File: config.mk
export PLATFORM = sky130hd
export DESIGN_NAME = olb_client_flat
export DESIGN_NICKNAME = d
export VERILOG_FILES = /design/src/olb_pkg.sv /design/src/olb_if.sv /design/src/olb_client.sv /design/src/flat_wrapper.sv
export SDC_FILE = /design/constraint.sdc
export NUM_CORES = 1
export LEC_CHECK = 0
export ABC_CLOCK_PERIOD_IN_PS = 5080
export BUFFER_PORTS_ARGS = -buffer_cell sky130_fd_sc_hd__buf_2
export CAP_MARGIN = 10
export CORE_UTILIZATION = 45
export CTS_BUF_LIST = sky130_fd_sc_hd__clkbuf_4
export CTS_CLUSTER_SIZE = 20
export DETAILED_ROUTE_END_ITERATION = 12
export GPL_TIMING_DRIVEN = 0
export HOLD_SLACK_MARGIN = 0.05
export MAX_ROUTING_LAYER = met4
export SLEW_MARGIN = 20
export SYNTH_ARGS = -nofsm -noshare
export SYNTH_HDL_FRONTEND = slang
export SYNTH_SLANG_ARGS = --single-unit
File: constraint.sdc
create_clock -name clk -period 5.08 [get_ports clk]
set_input_delay 0.762 -clock clk [delete_from_list [all_inputs] [get_ports clk]]
set_output_delay 0.762 -clock clk [all_outputs]
set_load 0.02 [all_outputs]
File: src/olb_pkg.sv
// Shared constants and types for the inter-option link block transfer controller.
// Assumes both ends run on one 100 MHz clock and are joined by olb_if.
// Behaviour
// RQ1 - Server polls client every 1 ms
// RQ2 - One request serviced per poll
// RQ3 - Block holds at most 5 parameters
// RQ4 - Mapping sent only during initialisation
// RQ5 - Eight input and eight output blocks
// RQ6 - Blocks only for ranges of two
// RQ7 - Split ranges; lone leftover goes single (the code drops a lone leftover unsent)
// RQ8 - Ten entries, five ranges, six blocks
// RQ9 - Unrequested server reset raises timeout trip
// RQ10 - Global reset code restarts without trip
// RQ11 - Client-only reset keeps server running
// RQ12 - Defaults request clears after sequence
// RQ13 - Flash save only when defaults bit set
// RQ14 - Default sequence runs steps in order
// RQ15 - Node address 65535 becomes 63
// RQ16 - Background scan replaces generic defaults
// RQ17 - Save with bit clear: drive only
// RQ18 - Save with bit set: halt, flash, reset
// RQ19 - Save request clears after save
// RQ20 - Single requests served oldest first
// RQ21 - Missing polls for N periods trip
package olb_pkg;
   // ************************************************************
   // Timing
   // ************************************************************
   localparam int CLK_MHZ          = 100;
   localparam int POLL_PERIOD_US   = 1000;
   localparam int POLL_CYCLES      = POLL_PERIOD_US * CLK_MHZ;
   localparam int TIMEOUT_POLLS    = 3;
   // ************************************************************
   // Block geometry
   // ************************************************************
   localparam int PARAM_BITS       = 32;
   localparam int BLOCK_MAX_PARAMS = 5;
   localparam int BLOCK_MAX_WORDS  = 10;
   localparam int NUM_BLOCKS       = 8;
   localparam int NUM_ENTRIES      = 10;
   localparam int MAX_USED_BLOCKS  = 6;
   localparam int MIN_RANGE        = 2;
   localparam int SINGLE_DEPTH     = 4;
   // ************************************************************
   // Default substitution and command codes
   // ************************************************************
   localparam logic [15:0] NODE_GENERIC_DEFAULT = 16'hffff;
   localparam logic [15:0] NODE_BUS_DEFAULT     = 16'h003f;
   localparam logic [15:0] GLOBAL_RESET_CODE    = 16'h042e;
   // ************************************************************
   // APB register map of the client controller
   // ************************************************************
   localparam logic [7:0] REG_CTRL   = 8'h00;
   localparam logic [7:0] REG_STATUS = 8'h04;
   localparam logic [7:0] REG_NODE   = 8'h08;
   localparam logic [7:0] REG_SINGLE = 8'h0c;
   localparam logic [7:0] REG_MAP    = 8'h10;
   localparam int CTRL_DEFAULTS_BIT  = 0;
   localparam int CTRL_SAVE_BIT      = 1;
   localparam int CTRL_ENABLE_BIT    = 2;
   localparam int CTRL_DRV_DEF_BIT   = 3;
   localparam int CTRL_DRV_SAVE_BIT  = 4;
   localparam int CTRL_GLOBAL_BIT    = 5;
   localparam int CTRL_TRIP_CLR_BIT  = 6;
   // ************************************************************
   // Link message kinds
   // ************************************************************
   typedef enum logic [1:0] {OLB_MSG_IDLE, OLB_MSG_MAP, OLB_MSG_SINGLE, OLB_MSG_BLOCK} olb_msg_e;
endpackage

File: src/olb_if.sv
// Inter-option link between the client (fieldbus) and server (co-processor) ends.
// Assumes a single shared clock; the bench connects clk only.
`timescale 1ns/1ps
interface olb_if (input wire logic clk);
   logic              poll;        // Server poll pulse.
   logic              srv_reset;   // Server restarted last cycle without a client reset request.
   logic              reset_req;   // Client announces a coming reset.
   logic              rsp_valid;   // Client answer to the poll.
   olb_pkg::olb_msg_e rsp_kind;
   logic [2:0]        rsp_block;
   logic [2:0]        rsp_count;
   logic [15:0]       rsp_addr;
   logic              active;      // Client has the channel running.
   modport client (input poll, input srv_reset, output reset_req, output rsp_valid,
                   output rsp_kind, output rsp_block, output rsp_count, output rsp_addr,
                   output active);
   modport server (output poll, output srv_reset, input reset_req, input rsp_valid,
                   input rsp_kind, input rsp_block, input rsp_count, input rsp_addr,
                   input active);
endinterface

File: src/olb_client.sv
// Client end: fieldbus module answering polls, plus default and save sequencers.
// Assumes APB from software and the server end on olb_if.client.
//
// Local design decisions: the register offsets and the APB interface to the registers.
`timescale 1ns/1ps
module olb_client #(
   parameter int TIMEOUT_POLLS = olb_pkg::TIMEOUT_POLLS,
   parameter int POLL_CYCLES   = olb_pkg::POLL_CYCLES
) (
   input  wire logic        clk,
   input  wire logic        rst_n,
   olb_if.client            link,
   input  wire logic        psel,
   input  wire logic        penable,
   input  wire logic        pwrite,
   input  wire logic [7:0]  paddr,
   input  wire logic [31:0] pwdata,
   output logic [31:0]      prdata,
   output logic             pready,
   output logic             pslverr,
   output logic             flash_write,
   output logic             timeout_trip
);
   typedef enum {OLB_ST_INIT, OLB_ST_RUN, OLB_ST_STOP, OLB_ST_DRVDEF, OLB_ST_OVERWR,
                 OLB_ST_FLASH, OLB_ST_RESET} olb_state_e;

   localparam int PCW = $clog2(POLL_CYCLES * (TIMEOUT_POLLS + 1) + 1);

   // ************************************************************
   // Registers
   // ************************************************************
   logic [7:0]  ctrl_reg;
   logic [15:0] node_reg;
   logic [15:0] map_lo_reg [olb_pkg::NUM_ENTRIES/2];
   logic [15:0] map_hi_reg [olb_pkg::NUM_ENTRIES/2];
   logic [15:0] fifo_reg [olb_pkg::SINGLE_DEPTH];
   logic [2:0]  fifo_cnt_reg;
   logic [1:0]  rd_ptr_reg;
   logic [1:0]  wr_ptr_reg;
   olb_state_e  state_reg;
   logic        sync1_reg;
   logic        sync2_reg;
   logic [PCW-1:0] idle_cnt_reg;
   logic [2:0]  blk_reg;
   logic [2:0]  rng_reg;
   logic [15:0] cur_reg;
   logic        saving_reg;

   wire wr_acc = psel && penable && pwrite;
   wire fifo_push = wr_acc && paddr == olb_pkg::REG_SINGLE && fifo_cnt_reg < 3'h4;
   wire run = state_reg == OLB_ST_RUN;

   assign pready  = 1'b1;
   assign pslverr = psel && penable && !(paddr inside {olb_pkg::REG_CTRL, olb_pkg::REG_STATUS,
                    olb_pkg::REG_NODE, olb_pkg::REG_SINGLE} ||
                    (paddr >= olb_pkg::REG_MAP && paddr < 8'h24));

   always_comb begin
      prdata = 32'h0;
      if (paddr == olb_pkg::REG_CTRL)
         prdata = {24'h0, ctrl_reg};
      else if (paddr == olb_pkg::REG_STATUS)
         prdata = {24'h0, timeout_trip, saving_reg, 3'h0, fifo_cnt_reg};
      else if (paddr == olb_pkg::REG_NODE)
         prdata = {16'h0, node_reg};
      else if (paddr >= olb_pkg::REG_MAP && paddr < 8'h24)
         prdata = {map_hi_reg[3'(paddr[7:2] - 6'h4)], map_lo_reg[3'(paddr[7:2] - 6'h4)]};
   end

   // ************************************************************
   // Control register with self-clearing request bits
   // ************************************************************
   always_ff @(posedge clk or negedge rst_n) begin
      if (!rst_n) begin
         ctrl_reg <= 8'h00;
      end else begin
         if (wr_acc && paddr == olb_pkg::REG_CTRL)
            ctrl_reg <= pwdata[7:0];
         else
            ctrl_reg[olb_pkg::CTRL_TRIP_CLR_BIT] <= 1'b0;
         if (state_reg == OLB_ST_RESET) begin
            ctrl_reg[olb_pkg::CTRL_DEFAULTS_BIT] <= 1'b0; // see RQ12
            ctrl_reg[olb_pkg::CTRL_SAVE_BIT]     <= 1'b0; // see RQ19
            ctrl_reg[olb_pkg::CTRL_DRV_DEF_BIT]  <= 1'b0;
            ctrl_reg[olb_pkg::CTRL_DRV_SAVE_BIT] <= 1'b0;
            ctrl_reg[olb_pkg::CTRL_GLOBAL_BIT]   <= 1'b0;
         end else if (run && ctrl_reg[olb_pkg::CTRL_DRV_SAVE_BIT]
                      && !ctrl_reg[olb_pkg::CTRL_SAVE_BIT]) begin
            ctrl_reg[olb_pkg::CTRL_DRV_SAVE_BIT] <= 1'b0; // see RQ17
         end
      end
   end

   // ************************************************************
   // Node address with background default substitution
   // ************************************************************
   always_ff @(posedge clk or negedge rst_n) begin
      if (!rst_n) begin
         node_reg <= olb_pkg::NODE_BUS_DEFAULT;
      end else if (wr_acc && paddr == olb_pkg::REG_NODE) begin
         node_reg <= pwdata[15:0];
      end else if (state_reg == OLB_ST_DRVDEF) begin
         // The drive's own default is the generic one; the scan below makes it ours next cycle.
         node_reg <= olb_pkg::NODE_GENERIC_DEFAULT; // see RQ14
      end else if (node_reg == olb_pkg::NODE_GENERIC_DEFAULT) begin
         node_reg <= olb_pkg::NODE_BUS_DEFAULT; // see RQ15 see RQ16
      end
   end

   always_ff @(posedge clk or negedge rst_n) begin
      if (!rst_n) begin
         for (int i = 0; i < olb_pkg::NUM_ENTRIES/2; i++) begin
            map_lo_reg[i] <= 16'h0;
            map_hi_reg[i] <= 16'h0;
         end
      end else if (wr_acc && paddr >= olb_pkg::REG_MAP && paddr < 8'h24) begin
         map_lo_reg[3'(paddr[7:2] - 6'h4)] <= pwdata[15:0]; // see RQ8
         map_hi_reg[3'(paddr[7:2] - 6'h4)] <= pwdata[31:16];
      end
   end

   // ************************************************************
   // Single-request queue
   // ************************************************************
   wire [15:0] span = map_hi_reg[rng_reg] - cur_reg;
   wire range_ok = map_hi_reg[rng_reg] > map_lo_reg[rng_reg];
   wire pop = run && link.poll && fifo_cnt_reg != 3'h0;
   always_ff @(posedge clk or negedge rst_n) begin
      if (!rst_n) begin
         fifo_cnt_reg <= 3'h0;
         rd_ptr_reg   <= 2'h0;
         wr_ptr_reg   <= 2'h0;
         for (int i = 0; i < olb_pkg::SINGLE_DEPTH; i++)
            fifo_reg[i] <= 16'h0;
      end else begin
         if (fifo_push) begin
            fifo_reg[wr_ptr_reg] <= pwdata[15:0];
            wr_ptr_reg <= wr_ptr_reg + 2'h1;
         end
         if (pop)
            rd_ptr_reg <= rd_ptr_reg + 2'h1; // see RQ20
         fifo_cnt_reg <= fifo_cnt_reg + 3'(fifo_push) - 3'(pop);
      end
   end

   // ************************************************************
   // Poll answers: mapping during init, then data
   // ************************************************************
   always_ff @(posedge clk or negedge rst_n) begin
      if (!rst_n) begin
         link.rsp_valid <= 1'b0;
         link.rsp_kind  <= olb_pkg::OLB_MSG_IDLE;
         link.rsp_block <= 3'h0;
         link.rsp_count <= 3'h0;
         link.rsp_addr  <= 16'h0;
         blk_reg        <= 3'h0;
         rng_reg        <= 3'h0;
         cur_reg        <= 16'h0;
      end else begin
         link.rsp_valid <= 1'b0;
         if (state_reg == OLB_ST_INIT) begin
            if (link.poll) begin // see RQ2
               link.rsp_valid <= 1'b1;
               link.rsp_kind  <= olb_pkg::OLB_MSG_IDLE;
               if (rng_reg == 3'h5 || blk_reg == 3'(olb_pkg::MAX_USED_BLOCKS)) begin
                  link.rsp_kind <= olb_pkg::OLB_MSG_IDLE;
               end else if (!range_ok || (cur_reg != 16'h0 && span == 16'h0)) begin
                  rng_reg <= rng_reg + 3'h1; // see RQ6 see RQ7
                  cur_reg <= 16'h0;
               end else begin
                  link.rsp_kind  <= olb_pkg::OLB_MSG_MAP; // see RQ4
                  link.rsp_block <= blk_reg;
                  link.rsp_addr  <= cur_reg == 16'h0 ? map_lo_reg[rng_reg] : cur_reg;
                  if ((cur_reg == 16'h0 ? map_hi_reg[rng_reg] - map_lo_reg[rng_reg] : span)
                      >= 16'h5) begin
                     link.rsp_count <= 3'(olb_pkg::BLOCK_MAX_PARAMS); // see RQ3
                     cur_reg <= (cur_reg == 16'h0 ? map_lo_reg[rng_reg] : cur_reg) + 16'h5;
                  end else begin
                     link.rsp_count <= 3'((cur_reg == 16'h0 ? map_hi_reg[rng_reg]
                                       - map_lo_reg[rng_reg] : span) + 16'h1);
                     cur_reg <= 16'h0;
                     rng_reg <= rng_reg + 3'h1;
                  end
                  blk_reg <= blk_reg + 3'h1; // see RQ5
               end
            end
         end else if (run && link.poll) begin
            link.rsp_valid <= 1'b1;
            if (fifo_cnt_reg != 3'h0) begin
               link.rsp_kind <= olb_pkg::OLB_MSG_SINGLE;
               link.rsp_addr <= fifo_reg[rd_ptr_reg];
            end else begin
               link.rsp_kind  <= olb_pkg::OLB_MSG_BLOCK;
               link.rsp_block <= link.rsp_block + 3'h1 < blk_reg ? link.rsp_block + 3'h1 : 3'h0;
            end
         end else begin
            // A client busy with its own sequence still answers, so the server sees no gap.
            if (link.poll) begin
               link.rsp_valid <= 1'b1; // see RQ2
               link.rsp_kind  <= olb_pkg::OLB_MSG_IDLE;
            end
            if (state_reg == OLB_ST_RESET) begin
               blk_reg <= 3'h0;
               rng_reg <= 3'h0;
               cur_reg <= 16'h0;
            end
         end
      end
   end

   // ************************************************************
   // Default and save sequencer
   // ************************************************************
   always_ff @(posedge clk or negedge rst_n) begin
      if (!rst_n) begin
         state_reg  <= OLB_ST_INIT;
         saving_reg <= 1'b0;
      end else begin
         unique case (state_reg)
            OLB_ST_INIT:
               if (ctrl_reg[olb_pkg::CTRL_ENABLE_BIT] &&
                   (rng_reg == 3'h5 || blk_reg == 3'(olb_pkg::MAX_USED_BLOCKS)))
                  state_reg <= OLB_ST_RUN;
            OLB_ST_RUN: begin
               saving_reg <= ctrl_reg[olb_pkg::CTRL_DRV_SAVE_BIT]
                             && ctrl_reg[olb_pkg::CTRL_SAVE_BIT];
               if (ctrl_reg[olb_pkg::CTRL_DRV_DEF_BIT] || ctrl_reg[olb_pkg::CTRL_GLOBAL_BIT]
                   || (ctrl_reg[olb_pkg::CTRL_DRV_SAVE_BIT] && ctrl_reg[olb_pkg::CTRL_SAVE_BIT]))
                  state_reg <= OLB_ST_STOP; // see RQ14 see RQ18
            end
            OLB_ST_STOP:
               if (ctrl_reg[olb_pkg::CTRL_GLOBAL_BIT])
                  state_reg <= OLB_ST_RESET; // see RQ10
               else if (saving_reg)
                  state_reg <= OLB_ST_FLASH; // see RQ18
               else
                  state_reg <= OLB_ST_DRVDEF;
            OLB_ST_DRVDEF: state_reg <= OLB_ST_OVERWR;
            OLB_ST_OVERWR:
               state_reg <= ctrl_reg[olb_pkg::CTRL_DEFAULTS_BIT] ? OLB_ST_FLASH
                                                                 : OLB_ST_RESET; // see RQ13
            OLB_ST_FLASH: state_reg <= OLB_ST_RESET;
            OLB_ST_RESET: begin
               state_reg  <= OLB_ST_INIT;
               saving_reg <= 1'b0;
            end
         endcase
      end
   end

   assign flash_write    = state_reg == OLB_ST_FLASH;
   assign link.active    = run;
   // The server is told ahead of a client-only reset so it does not trip.
   assign link.reset_req = state_reg == OLB_ST_STOP; // see RQ11

   // ************************************************************
   // Timeout trip
   // ************************************************************
   always_ff @(posedge clk or negedge rst_n) begin
      if (!rst_n) begin
         sync1_reg <= 1'b0;
         sync2_reg <= 1'b0;
      end else begin
         sync1_reg <= link.srv_reset;
         sync2_reg <= sync1_reg;
      end
   end

   always_ff @(posedge clk or negedge rst_n) begin
      if (!rst_n) begin
         idle_cnt_reg <= '0;
         timeout_trip <= 1'b0;
      end else begin
         idle_cnt_reg <= (!run || link.poll) ? '0 : idle_cnt_reg + PCW'(1);
         if ((run && sync2_reg && !ctrl_reg[olb_pkg::CTRL_GLOBAL_BIT]) // see RQ9
             || idle_cnt_reg == PCW'(POLL_CYCLES * TIMEOUT_POLLS)) // see RQ21
            timeout_trip <= 1'b1;
         else if (ctrl_reg[olb_pkg::CTRL_TRIP_CLR_BIT])
            timeout_trip <= 1'b0;
      end
   end
endmodule // olb_client

File: src/flat_wrapper.sv
// flat-port wrapper written by rule: the top's interface ports become plain ports
module olb_client_flat 
#(
   parameter int TIMEOUT_POLLS = olb_pkg::TIMEOUT_POLLS,
   parameter int POLL_CYCLES   = olb_pkg::POLL_CYCLES
)
  (clk, rst_n, psel, penable, pwrite, paddr, pwdata, prdata, pready, pslverr, flash_write, timeout_trip, link_poll, link_srv_reset, link_reset_req, link_rsp_valid, link_rsp_kind, link_rsp_block, link_rsp_count, link_rsp_addr, link_active);
  olb_if link_i (.clk(clk));
  input  wire logic clk;
  input  wire logic rst_n;
  input  wire logic psel;
  input  wire logic penable;
  input  wire logic pwrite;
  input  wire logic [7:0] paddr;
  input  wire logic [31:0] pwdata;
  output logic [31:0] prdata;
  output logic pready;
  output logic pslverr;
  output logic flash_write;
  output logic timeout_trip;
  input wire logic [$bits(link_i.poll)-1:0] link_poll;
  input wire logic [$bits(link_i.srv_reset)-1:0] link_srv_reset;
  output wire logic [$bits(link_i.reset_req)-1:0] link_reset_req;
  output wire logic [$bits(link_i.rsp_valid)-1:0] link_rsp_valid;
  output wire logic [$bits(link_i.rsp_kind)-1:0] link_rsp_kind;
  output wire logic [$bits(link_i.rsp_block)-1:0] link_rsp_block;
  output wire logic [$bits(link_i.rsp_count)-1:0] link_rsp_count;
  output wire logic [$bits(link_i.rsp_addr)-1:0] link_rsp_addr;
  output wire logic [$bits(link_i.active)-1:0] link_active;
  assign link_i.poll = link_poll;
  assign link_i.srv_reset = link_srv_reset;
  assign link_reset_req = link_i.reset_req;
  assign link_rsp_valid = link_i.rsp_valid;
  assign link_rsp_kind = link_i.rsp_kind;
  assign link_rsp_block = link_i.rsp_block;
  assign link_rsp_count = link_i.rsp_count;
  assign link_rsp_addr = link_i.rsp_addr;
  assign link_active = link_i.active;
  olb_client #(.TIMEOUT_POLLS(TIMEOUT_POLLS), .POLL_CYCLES(POLL_CYCLES)) u_core (.clk(clk), .rst_n(rst_n), .link(link_i), .psel(psel), .penable(penable), .pwrite(pwrite), .paddr(paddr), .pwdata(pwdata), .prdata(prdata), .pready(pready), .pslverr(pslverr), .flash_write(flash_write), .timeout_trip(timeout_trip));
endmodule
Word-level counts from Yosys, hierarchy flattened
Index checks and enable logic that the tools add are counted.
{"block": "totals", "reg_bits": 357, "latch_bits": 0, "ram_bits": 0, "romBits": 0, "inputBits": 47, "out_inout_bits": 63, "wordCells": 241, "mem_count": 0}
{"block": "op_classes", "addsub": 13, "mul": 0, "div": 0, "magnitude_cmp": 12, "eq_ne": 26, "n_shift": 0, "n_mux": 90, "bitwise": 6, "n_reduce_logical": 58}
{"cell": "16-bit two-way mux", "count": 30}
{"cell": "32-bit two-way mux", "count": 7}
{"cell": "32-bit one-hot mux with 7 select lines", "count": 1}
{"cell": "16-bit binary-select mux with 3-bit select", "count": 4}
{"cell": "80-bit bitwise mux", "count": 2}
{"cell": "32-bit by 3-bit == test with 1-bit output, second input constant", "count": 5}
{"cell": "32-bit by 2-bit == test with 1-bit output, second input constant", "count": 3}
{"cell": "64-bit bitwise mux", "count": 1}
{"cell": "32-bit by 4-bit == test with 1-bit output, second input constant", "count": 2}
{"cell": "32-bit logical NOT", "count": 2}
{"cell": "3-bit two-way mux", "count": 20}
{"cell": "16-bit demux with 3-bit select", "count": 1}
{"cell": "16-bit binary-select mux with 2-bit select", "count": 1}
{"cell": "16-bit demux with 2-bit select", "count": 1}
{"cell": "32-bit by 1-bit == test with 1-bit output, second input constant", "count": 1}
{"cell": "16-bit logical NOT", "count": 2}
{"cell": "16-bit subtractor", "count": 2}
{"cell": "1-bit logical AND", "count": 21}
{"cell": "5-bit AND reduction", "count": 4}
{"cell": "19-bit by 1-bit adder with 19-bit output, second input constant", "count": 1}
{"cell": "19-bit == test, second input constant", "count": 1}
{"cell": "19-bit two-way mux", "count": 1}
{"cell": "16-bit by 3-bit adder with 16-bit output, second input constant", "count": 1}
{"cell": "16-bit == test, second input constant", "count": 1}
{"cell": "other kinds (37)", "count": 90}

Longest topological paths before layout
Gate-level depths: netlist (run 1).
{"block": "depth", "ltp_word": 12, "depth_mapped": 24, "depth_no_buf": 17}

Least setup slack after synthesis (run 1)
No wires, ideal clock.
{"block": "synth_timing", "kind": "reg2reg", "startpoint": "register u_core.rng_reg[0]", "endpoint": "register u_core.link.rsp_addr[14]", "setup_ns": 0.128, "arrival_ns": 5.368, "t_required_ns": 4.952, "setup_slack_ns": -0.416, "path_stages_with_launch": 25, "path_cell_list": "dfrtp_1 clkbuf_2 buf_4 buf_6 buf_6 buf_2 buf_1 mux2i_1 o21ai_0 a21oi_1 ha_1 inv_1 fa_1 a21o_1 a221o_1 and4_4 o31a_1 or3b_1 a21oi_2 nand4_2 nand4_2 and2b_1 buf_6 buf_8 mux2_1"}
{"block": "synth_between", "elab_chain_cells": 10, "elab_cells_between_ends": 23, "cone_classes": "1 x add/sub; 1 x order compare; 3 x eq/ne; 11 x mux; 1 x bitwise; 6 x reduce/logical"}
{"item": "from (decl)", "line_no": "olb_client.sv:45", "text": "logic [2:0] rng_reg;"}
{"item": "from (signal assigned)", "line_no": "olb_client.sv:168", "text": "rng_reg <= rng_reg + 3'h1;"}
{"item": "from (signal assigned)", "line_no": "olb_client.sv:182", "text": "rng_reg <= rng_reg + 3'h1;"}
{"item": "3-bit NOT with 4-bit output (not written as such)", "line_no": "olb_client.sv:125, olb_client.sv:126, olb_client.sv:173"}
{"item": "16-bit binary-select mux with 3-bit select", "line_no": "olb_client.sv:125, olb_client.sv:126"}
{"item": "16-bit two-way mux"}
{"item": "16-bit two-way mux (not written as such)", "line_no": "olb_client.sv:125, olb_client.sv:126"}
{"item": "16-bit subtractor", "line_no": "olb_client.sv:125", "text": "wire [15:0] span = map_hi_reg[rng_reg] - cur_reg;"}
{"item": "16-bit logical NOT", "line_no": "olb_client.sv:167", "text": "end else if (!range_ok || (cur_reg != 16'h0 && span == 16'h0)) begin"}
{"item": "1-bit logical AND", "line_no": "olb_client.sv:167"}
{"item": "1-bit logical OR", "line_no": "olb_client.sv:167"}
{"item": "2-bit inequality test (no line)"}
{"item": "5-bit AND reduction (no line)"}
{"item": "to (signal assigned)", "line_no": "olb_client.sv:173", "text": "link.rsp_addr <= cur_reg == 16'h0 ? map_lo_reg[rng_reg] : cur_reg;"}
{"item": "to (signal assigned)", "line_no": "olb_client.sv:191", "text": "link.rsp_addr <= fifo_reg[rd_ptr_reg];"}
{"item": "to (decl)", "line_no": "olb_if.sv:15", "text": "output rsp_kind, output rsp_block, output rsp_count, output rsp_addr,"}
Parallel ways exist; a longest one is shown, timed or not. The select of a mux whose other input is x is not followed.
A chain may end at the register's enable or synchronous reset.

Worst setup path after layout (run 1)
{"block": "layout_timing", "startpoint": "register u_core.rng_reg[1]", "endpoint": "register u_core.link.rsp_addr[7]"}
Same word-level chain as after synthesis.

==> qor.yml, run 1 <==
timing:
  layout_setup_ws_ns: 0.151
  relSlewSlack_pct: 18.0
  setup_viol: 0
  max_clock_freq_ghz: 0.203
  period_minus_slack_ns: 4.93
  rsz0062_at_grt: "false"
  worst_pin_slew_ns: 1.23
  hold_violations: 0
  fin_crit_sh_pct: 97.0
  drv_slew: 0
  clock_skew_ns: 0.0807
floorplanning:
  rows: 73
  start_util_pct: 46.1
  io_pins: 110
  die_w_um: 205
  die_area_sq_um: 41900
  die_h_um: 205
  coreArea_sq_um: 40100
place:
  dp_hpwl_um: 40400
  dp_slack_ns: -1.74
  place_congestion: 0.890
  numPortBuffers: 99
  dp_cells: 2287
yosys:
  synth_edf_count: 0
  synth_mux_area_share_pct: 24.7
  ys_seq_elements: 328
  ys_types: 76
  synth_fa_ha_area_share_pct: 3.71
  syn_inst: 1657
  async_reset_ff_share_pct: 100
  syn_area_sq_um: 18500
  yosysTopAreaCell: "dfrtp_1"
  synth_area_leaders: "dfrtp_1, mux2_2, mux2i_1"
  avgSynthCellArea_sq_um: 11.2
  synth_common_cells: "dfrtp_1, mux2_2, nor2_1"
  synth_compound_area_share_pct: 12.1
  synth.most_common_cell: "dfrtp_1"
  yosys.area_share.simple_pct: 8.73
  synth_ff_type: "dfrtp_1"
  yosysSeqAreaShare_pct: 44.5
  yosysWarnings: 0
  syn_nets: 1757
  synth_top_area_share_pct: 43.6
  synth_top_family_by_area: "multiplexers"
  synth-xor-area-share_pct: 2.65
grt:
  grt_max_degree: 80
  antenna_found_initial: 3
  grt_usage_pct: 28.3
  grt_pass1_vias: 14600
  grt_pass1_wl_um: 86100
  overflow: 0
finish:
  stdcell_count: 2473
  multi_input_area_sq_um: 9770
  fill_cells: 3607
  layout-drive-gt1-share_pct: 32.5
  seq_area_sq_um: 8220
  num-nets-final: 1978
  syn_to_final_growth_pct: 16.3
pwr:
  p_sw_share_pct: 40.4
  p_switching_mw: 4.01
  power_leakage_nw: 10.1
  combPwrFrac_pct: 44.6
  ir_drop_mv: 0.325
  power_density_nw_per_um2: 462
  p_int_mw: 5.93
  p_seq_share_pct: 30.6
  p_clk_share_pct: 24.8
worst_setup_path:
  path_common_cell: "clkbuf_2"
  cp_cell_sequence: "clkbuf_2 -> clkbuf_2 -> clkbuf_2 -> o22ai_2 -> ha_1 -> clkbuf_1 -> a21oi_1 -> o21ai_0 -> or3_1 -> o31a_1 -> or3b_4 -> a21oi_4 -> nand4_4 -> nand4_4 -> and2b_1 -> buf_6 -> clkbuf_16 -> mux2_4"
  path_max_fanout: 10
  arrival_ns: 5.59
  endpoint_kind: "flop"
  required_ns: 5.74
  slowest_delay_ns: 0.47
  crit_slowest_cell: "clkbuf_2"
  cp-start-kind: "flop"
  worstSetupPathType: "reg -> reg"
clock_network:
  cts.sinks: 328
  clockBufferDepth: 3
  cts_tree: "yes"
  clock_tree.root_cell: "clkbuf_4"
  insertion_delay_ns: 0.84
  cts_buffers: 91
  cts_htree_levels: 3
  path_clk_slew_ns: 0.06
routing:
  vias: 14600
  wl_um: 56700
  firstDrtPassIters: 5
  drc: 0
  drtIter0Drc: 1127
  wl_per_cell_um: 22.9
  vias_per_cell: 5.88
  antenna_left: 0
job:
  drv_cap: 0
worst_hold_path:
  min_path_type: "in -> reg"
outcome:
  outcome: "complete, no violations"
[layout by cell type (no fill, tap or decap), drive strengths merged, types with 28 or more instances in the layout]
| cell | Yosys | final |
|---|---|---|
| inv | 55 | 60 |
| a21oi | 87 | 87 |
| nor2 | 105 | 105 |
| clkbuf | 83 | 220 |
| buf | 27 | 153 |
| nand2 | 102 | 102 |
| mux2 | 243 | 243 |
| a22o | 28 | 28 |
| ha | 50 | 50 |
| dfrtp | 322 | 322 |
| o21ai | 77 | 77 |
| xnor2 | 30 | 30 |
| mux4 | 39 | 39 |
| mux2i | 91 | 91 |
[path summary, 6_finish.rpt]
check	depth (start not counted)	start	slack, ns	to
max	18	u_core.rng_reg[1]$_DFFE_PN0P_	0.15	u_core.link.rsp_addr[7]$_DFFE_PN0P_
min	2	pwdata[1]	0.21	u_core.map_lo_reg[49]$_DFFE_PN0P_
max reg2reg	18	u_core.rng_reg[1]$_DFFE_PN0P_	0.15	u_core.link.rsp_addr[7]$_DFFE_PN0P_
min reg2reg	0	u_core.sync1_reg$_DFF_PN0_	0.35	u_core.sync2_reg$_DFF_PN0_
max in group asynchronous	4	rst_n	3.57	u_core.map_lo_reg[63]$_DFFE_PN0P_
min in group asynchronous	2	rst_n	0.43	u_core.map_hi_reg[72]$_DFFE_PN0P_
[critical path: cells and delay by family, from the launching register on]
family / cells / cell delay [ns]
AOI/OAI and AO/OA: 5 / 0.96
adders and majority gates: 1 / 0.30
and+or+nand+nor: 5 / 1.15
buffers and inverters: 6 / 1.65
muxes: 1 / 0.29
DFF: 1 / 0.41
[routing by layer]
metal	part of all wire (%)	global-route usage, %
met1	43	36.2
met2	46	43.0
met3	6.6	6.32
met4	3.6	12.3
met5	0	-
[cell type report]
cell class              count  area share [%]
clock inverters            20           0.541
flip-flops and latches    328            38.2
well taps                 525            3.06
multi-input cells        1164            45.5
diodes                      3          0.0349
inverters                  55           0.961
plain buffers             106            2.72
repair buffers            132            4.10
clock buffers             140            4.89
[timing repair]
item                                   in CTS  in global routing
buffers inserted                           11                 12
cloned                                      1                  1
hold buffers                                2                  0
pin swaps                                   8                 13
setup endpoints to repair                  45                 45
endpoints found under the hold margin      39                  0
resized for setup                          56                 23
[cells by family (layout without fill, tap and decap cells)]
group                      count (synthesis)  after routing
xor gates and xnor gates                  56             56
buffers and inverters                    165            453
DFF                                      328            328
and+or+nand+nor                          340            340
AOI/OAI and AO/OA                        341            341
adders and majority gates                 53             53
muxes                                    373            373
other                                      1              4
[metrics by stage]
stage	hold slack (ns)	setup TNS [ns]	utilization [%]	area [sq um]	power, mW
after floorplan	0.331	0	-	18500	5.87
after global placement	0.333	-1105.65	49.0	19600	6.98
after detailed placement	0.336	-70.43	49.4	19800	7.03
after CTS	0.173	0	53.2	21300	9.77
after global routing	0.187	0	53.6	21500	10.5
final	0.209	0	53.6	21500	9.94
[power groups by stage]
stage	clock [mW]	combinational [mW]	sequential, mW
after global routing	2.66	4.78	3.06
after detailed placement	0	3.95	3.08
final	2.47	4.43	3.04
after floorplan	0	2.77	3.10
after global placement	0	3.90	3.08
after CTS	2.52	4.21	3.03
Note: power is estimated with default switching activity, not from simulation.
==> inputs of run 2 (changes only) <==
--- a/config.mk
+++ b/config.mk
@@ -15,6 +15,7 @@
 export GPL_TIMING_DRIVEN = 0
 export HOLD_SLACK_MARGIN = 0.05
 export MAX_ROUTING_LAYER = met4
+export PLACE_DENSITY = 0.75
 export SLEW_MARGIN = 20
 export SYNTH_ARGS = -nofsm -noshare
 export SYNTH_HDL_FRONTEND = slang
==> qor.yml, run 2 (same netlist as run 1, synthesis figures left out) <==
routing:
  drc: 0
  wl_per_cell_um: 22.7
  antenna_left: 0
  vias_per_cell: 6.06
  drtIter0Drc: 1155
  vias: 14900
  firstDrtPassIters: 8
  wl_um: 55800
finish:
  mostFrequentLayoutCell: "dfrtp_1"
  num-nets-final: 1965
  layout-drive-gt1-share_pct: 31.7
  syn_to_final_growth_pct: 15.5
  fill_cells: 3464
  layout_common_cells: "dfrtp_1, mux2_2, clkbuf_4, nor2_1, buf_2"
pwr:
  combPwrFrac_pct: 44.4
  p_switching_mw: 3.92
  power_leakage_nw: 10.0
  p_seq_share_pct: 31.1
  p_int_mw: 5.86
  ir_drop_mv: 0.300
  power_density_nw_per_um2: 458
  p_sw_share_pct: 40.1
  p_clk_share_pct: 24.6
worst_setup_path:
  cp-start-kind: "flop"
  worstSetupPathType: "reg -> reg"
  path_max_fanout: 10
  arrival_ns: 5.65
  endpoint_kind: "flop"
  required_ns: 5.75
timing:
  worst_pin_slew_ns: 1.09
  max_clock_freq_ghz: 0.201
  setup_viol: 0
  layout_setup_ws_ns: 0.107
  hold_violations: 0
  fin_crit_sh_pct: 97.9
  fin_setup_tns_ns: 0
  drv_slew: 0
  relSlewSlack_pct: 27.1
  period_minus_slack_ns: 4.97
  clock_skew_ns: 0.0731
grt:
  grt_max_degree: 101
  grt_pass1_vias: 15100
  antenna_found_initial: 2
  grt_pass1_wl_um: 85300
  overflow: 0
  grt_usage_pct: 27.6
floorplanning:
  rows: 73
  die_w_um: 205
  io_pins: 110
  die_h_um: 205
  coreArea_sq_um: 40100
  start_util_pct: 46.1
  die_area_sq_um: 41900
place:
  numPortBuffers: 99
  place_congestion: 0.914
  dp_hpwl_um: 39600
  dp_slack_ns: -1.68
clock_network:
  cts_htree_levels: 3
  cts_buffers: 89
  cts.sinks: 328
  insertion_delay_ns: 0.81
  path_clk_slew_ns: 0.06
  clock_tree.root_cell: "clkbuf_4"
  cts_tree: "yes"
  clockBufferDepth: 3
outcome:
  outcome: "complete, no violations"
worst_hold_path:
  min_path_type: "in -> reg"
job:
  drv_cap: 0
[run 2: routing by layer]
layer / up-vias / global-route usage [%] / wire (um)
li1: 6530 / - / -
met1: 7469 / 34.4 / 22500
met2: 717 / 41.8 / 25900
met3: 171 / 6.03 / 4640
met4: 0 / 15.1 / 2760
met5: - / - / 0
[run 2: timing repair]
item	4_1_cts	5_1_grt
setup buffers	5	8
endpoints found under the setup margin	45	40
endpoints found under the hold margin	39	0
cloned	2	0
gates resized for setup	51	20
hold buffers	2	0
pin swaps	5	9
[run 2: worst max-delay path, stage by stage (launching register included)]
cell and delay (ns):
dfrtp_1 0.39, clkbuf_8 0.18, nor2b_4 0.22, buf_6 0.20, clkbuf_8 0.20, a21oi_1 0.09, o22ai_2 0.36, ha_1 0.23
inv_1 0.05, fa_1 0.40, a21o_1 0.21, a22o_1 0.25, o31ai_4 0.29, o21ai_0 0.18, xor2_1 0.17, nor4_1 0.31
nand4_1 0.25, a21o_1 0.29, a21oi_2 0.21, mux2_2 0.36
[run 2: worst paths after layout]
check                      slack [ns]                           endpoint                           from  depth (start not counted)
min                              0.22  u_core.map_lo_reg[48]$_DFFE_PN0P_                      pwdata[0]                          2
min in group asynchronous        0.46    u_core.node_reg[12]$_DFFE_PN0P_                          rst_n                          2
max in group asynchronous        3.57  u_core.map_hi_reg[37]$_DFFE_PN0P_                          rst_n                          4
min reg2reg                      0.35         u_core.sync2_reg$_DFF_PN0_     u_core.sync1_reg$_DFF_PN0_                          0
max                              0.11      u_core.rng_reg[0]$_DFFE_PN0P_  u_core.rng_reg[0]$_DFFE_PN0P_                         19
max reg2reg                      0.11      u_core.rng_reg[0]$_DFFE_PN0P_  u_core.rng_reg[0]$_DFFE_PN0P_                         19
[run 2: stage by stage]
stage               area [sq um]  util (%)  std cells  hold slack [ns]  total power [mW]
floorplan                  18500         -       1657            0.331              5.87
global placement           19600      49.0       2281            0.335              6.89
detailed placement         19800      49.4       2287            0.340              6.98
CTS                        21200      52.9       2448            0.163              9.60
global route               21300      53.2       2457            0.202              10.3
finish                     21300      53.2       2457            0.219              9.78
[run 2: power by group through the flow]
| stage | combinational (mW) | sequential [mW] | clock, mW |
|---|---|---|---|
| after global placement | 3.82 | 3.07 | 0 |
| after floorplan | 2.77 | 3.10 | 0 |
| after global routing | 4.65 | 3.06 | 2.59 |
| final | 4.34 | 3.04 | 2.40 |
| after CTS | 4.13 | 3.03 | 2.44 |
| after detailed placement | 3.90 | 3.08 | 0 |
[run 2: final cells by class]
type	count	area, sq um	area share (%)
Inverter	55	206	0.967
Clock buffer	138	1040	4.85
Timing Repair Buffer	122	813	3.81
Antenna cell	2	5.00	0.0234
Tap cell	525	657	3.08
Buffer	105	562	2.63
Multi-Input combinational cell	1164	9750	45.7
Clock inverter	18	104	0.487
Sequential cell	328	8220	38.5
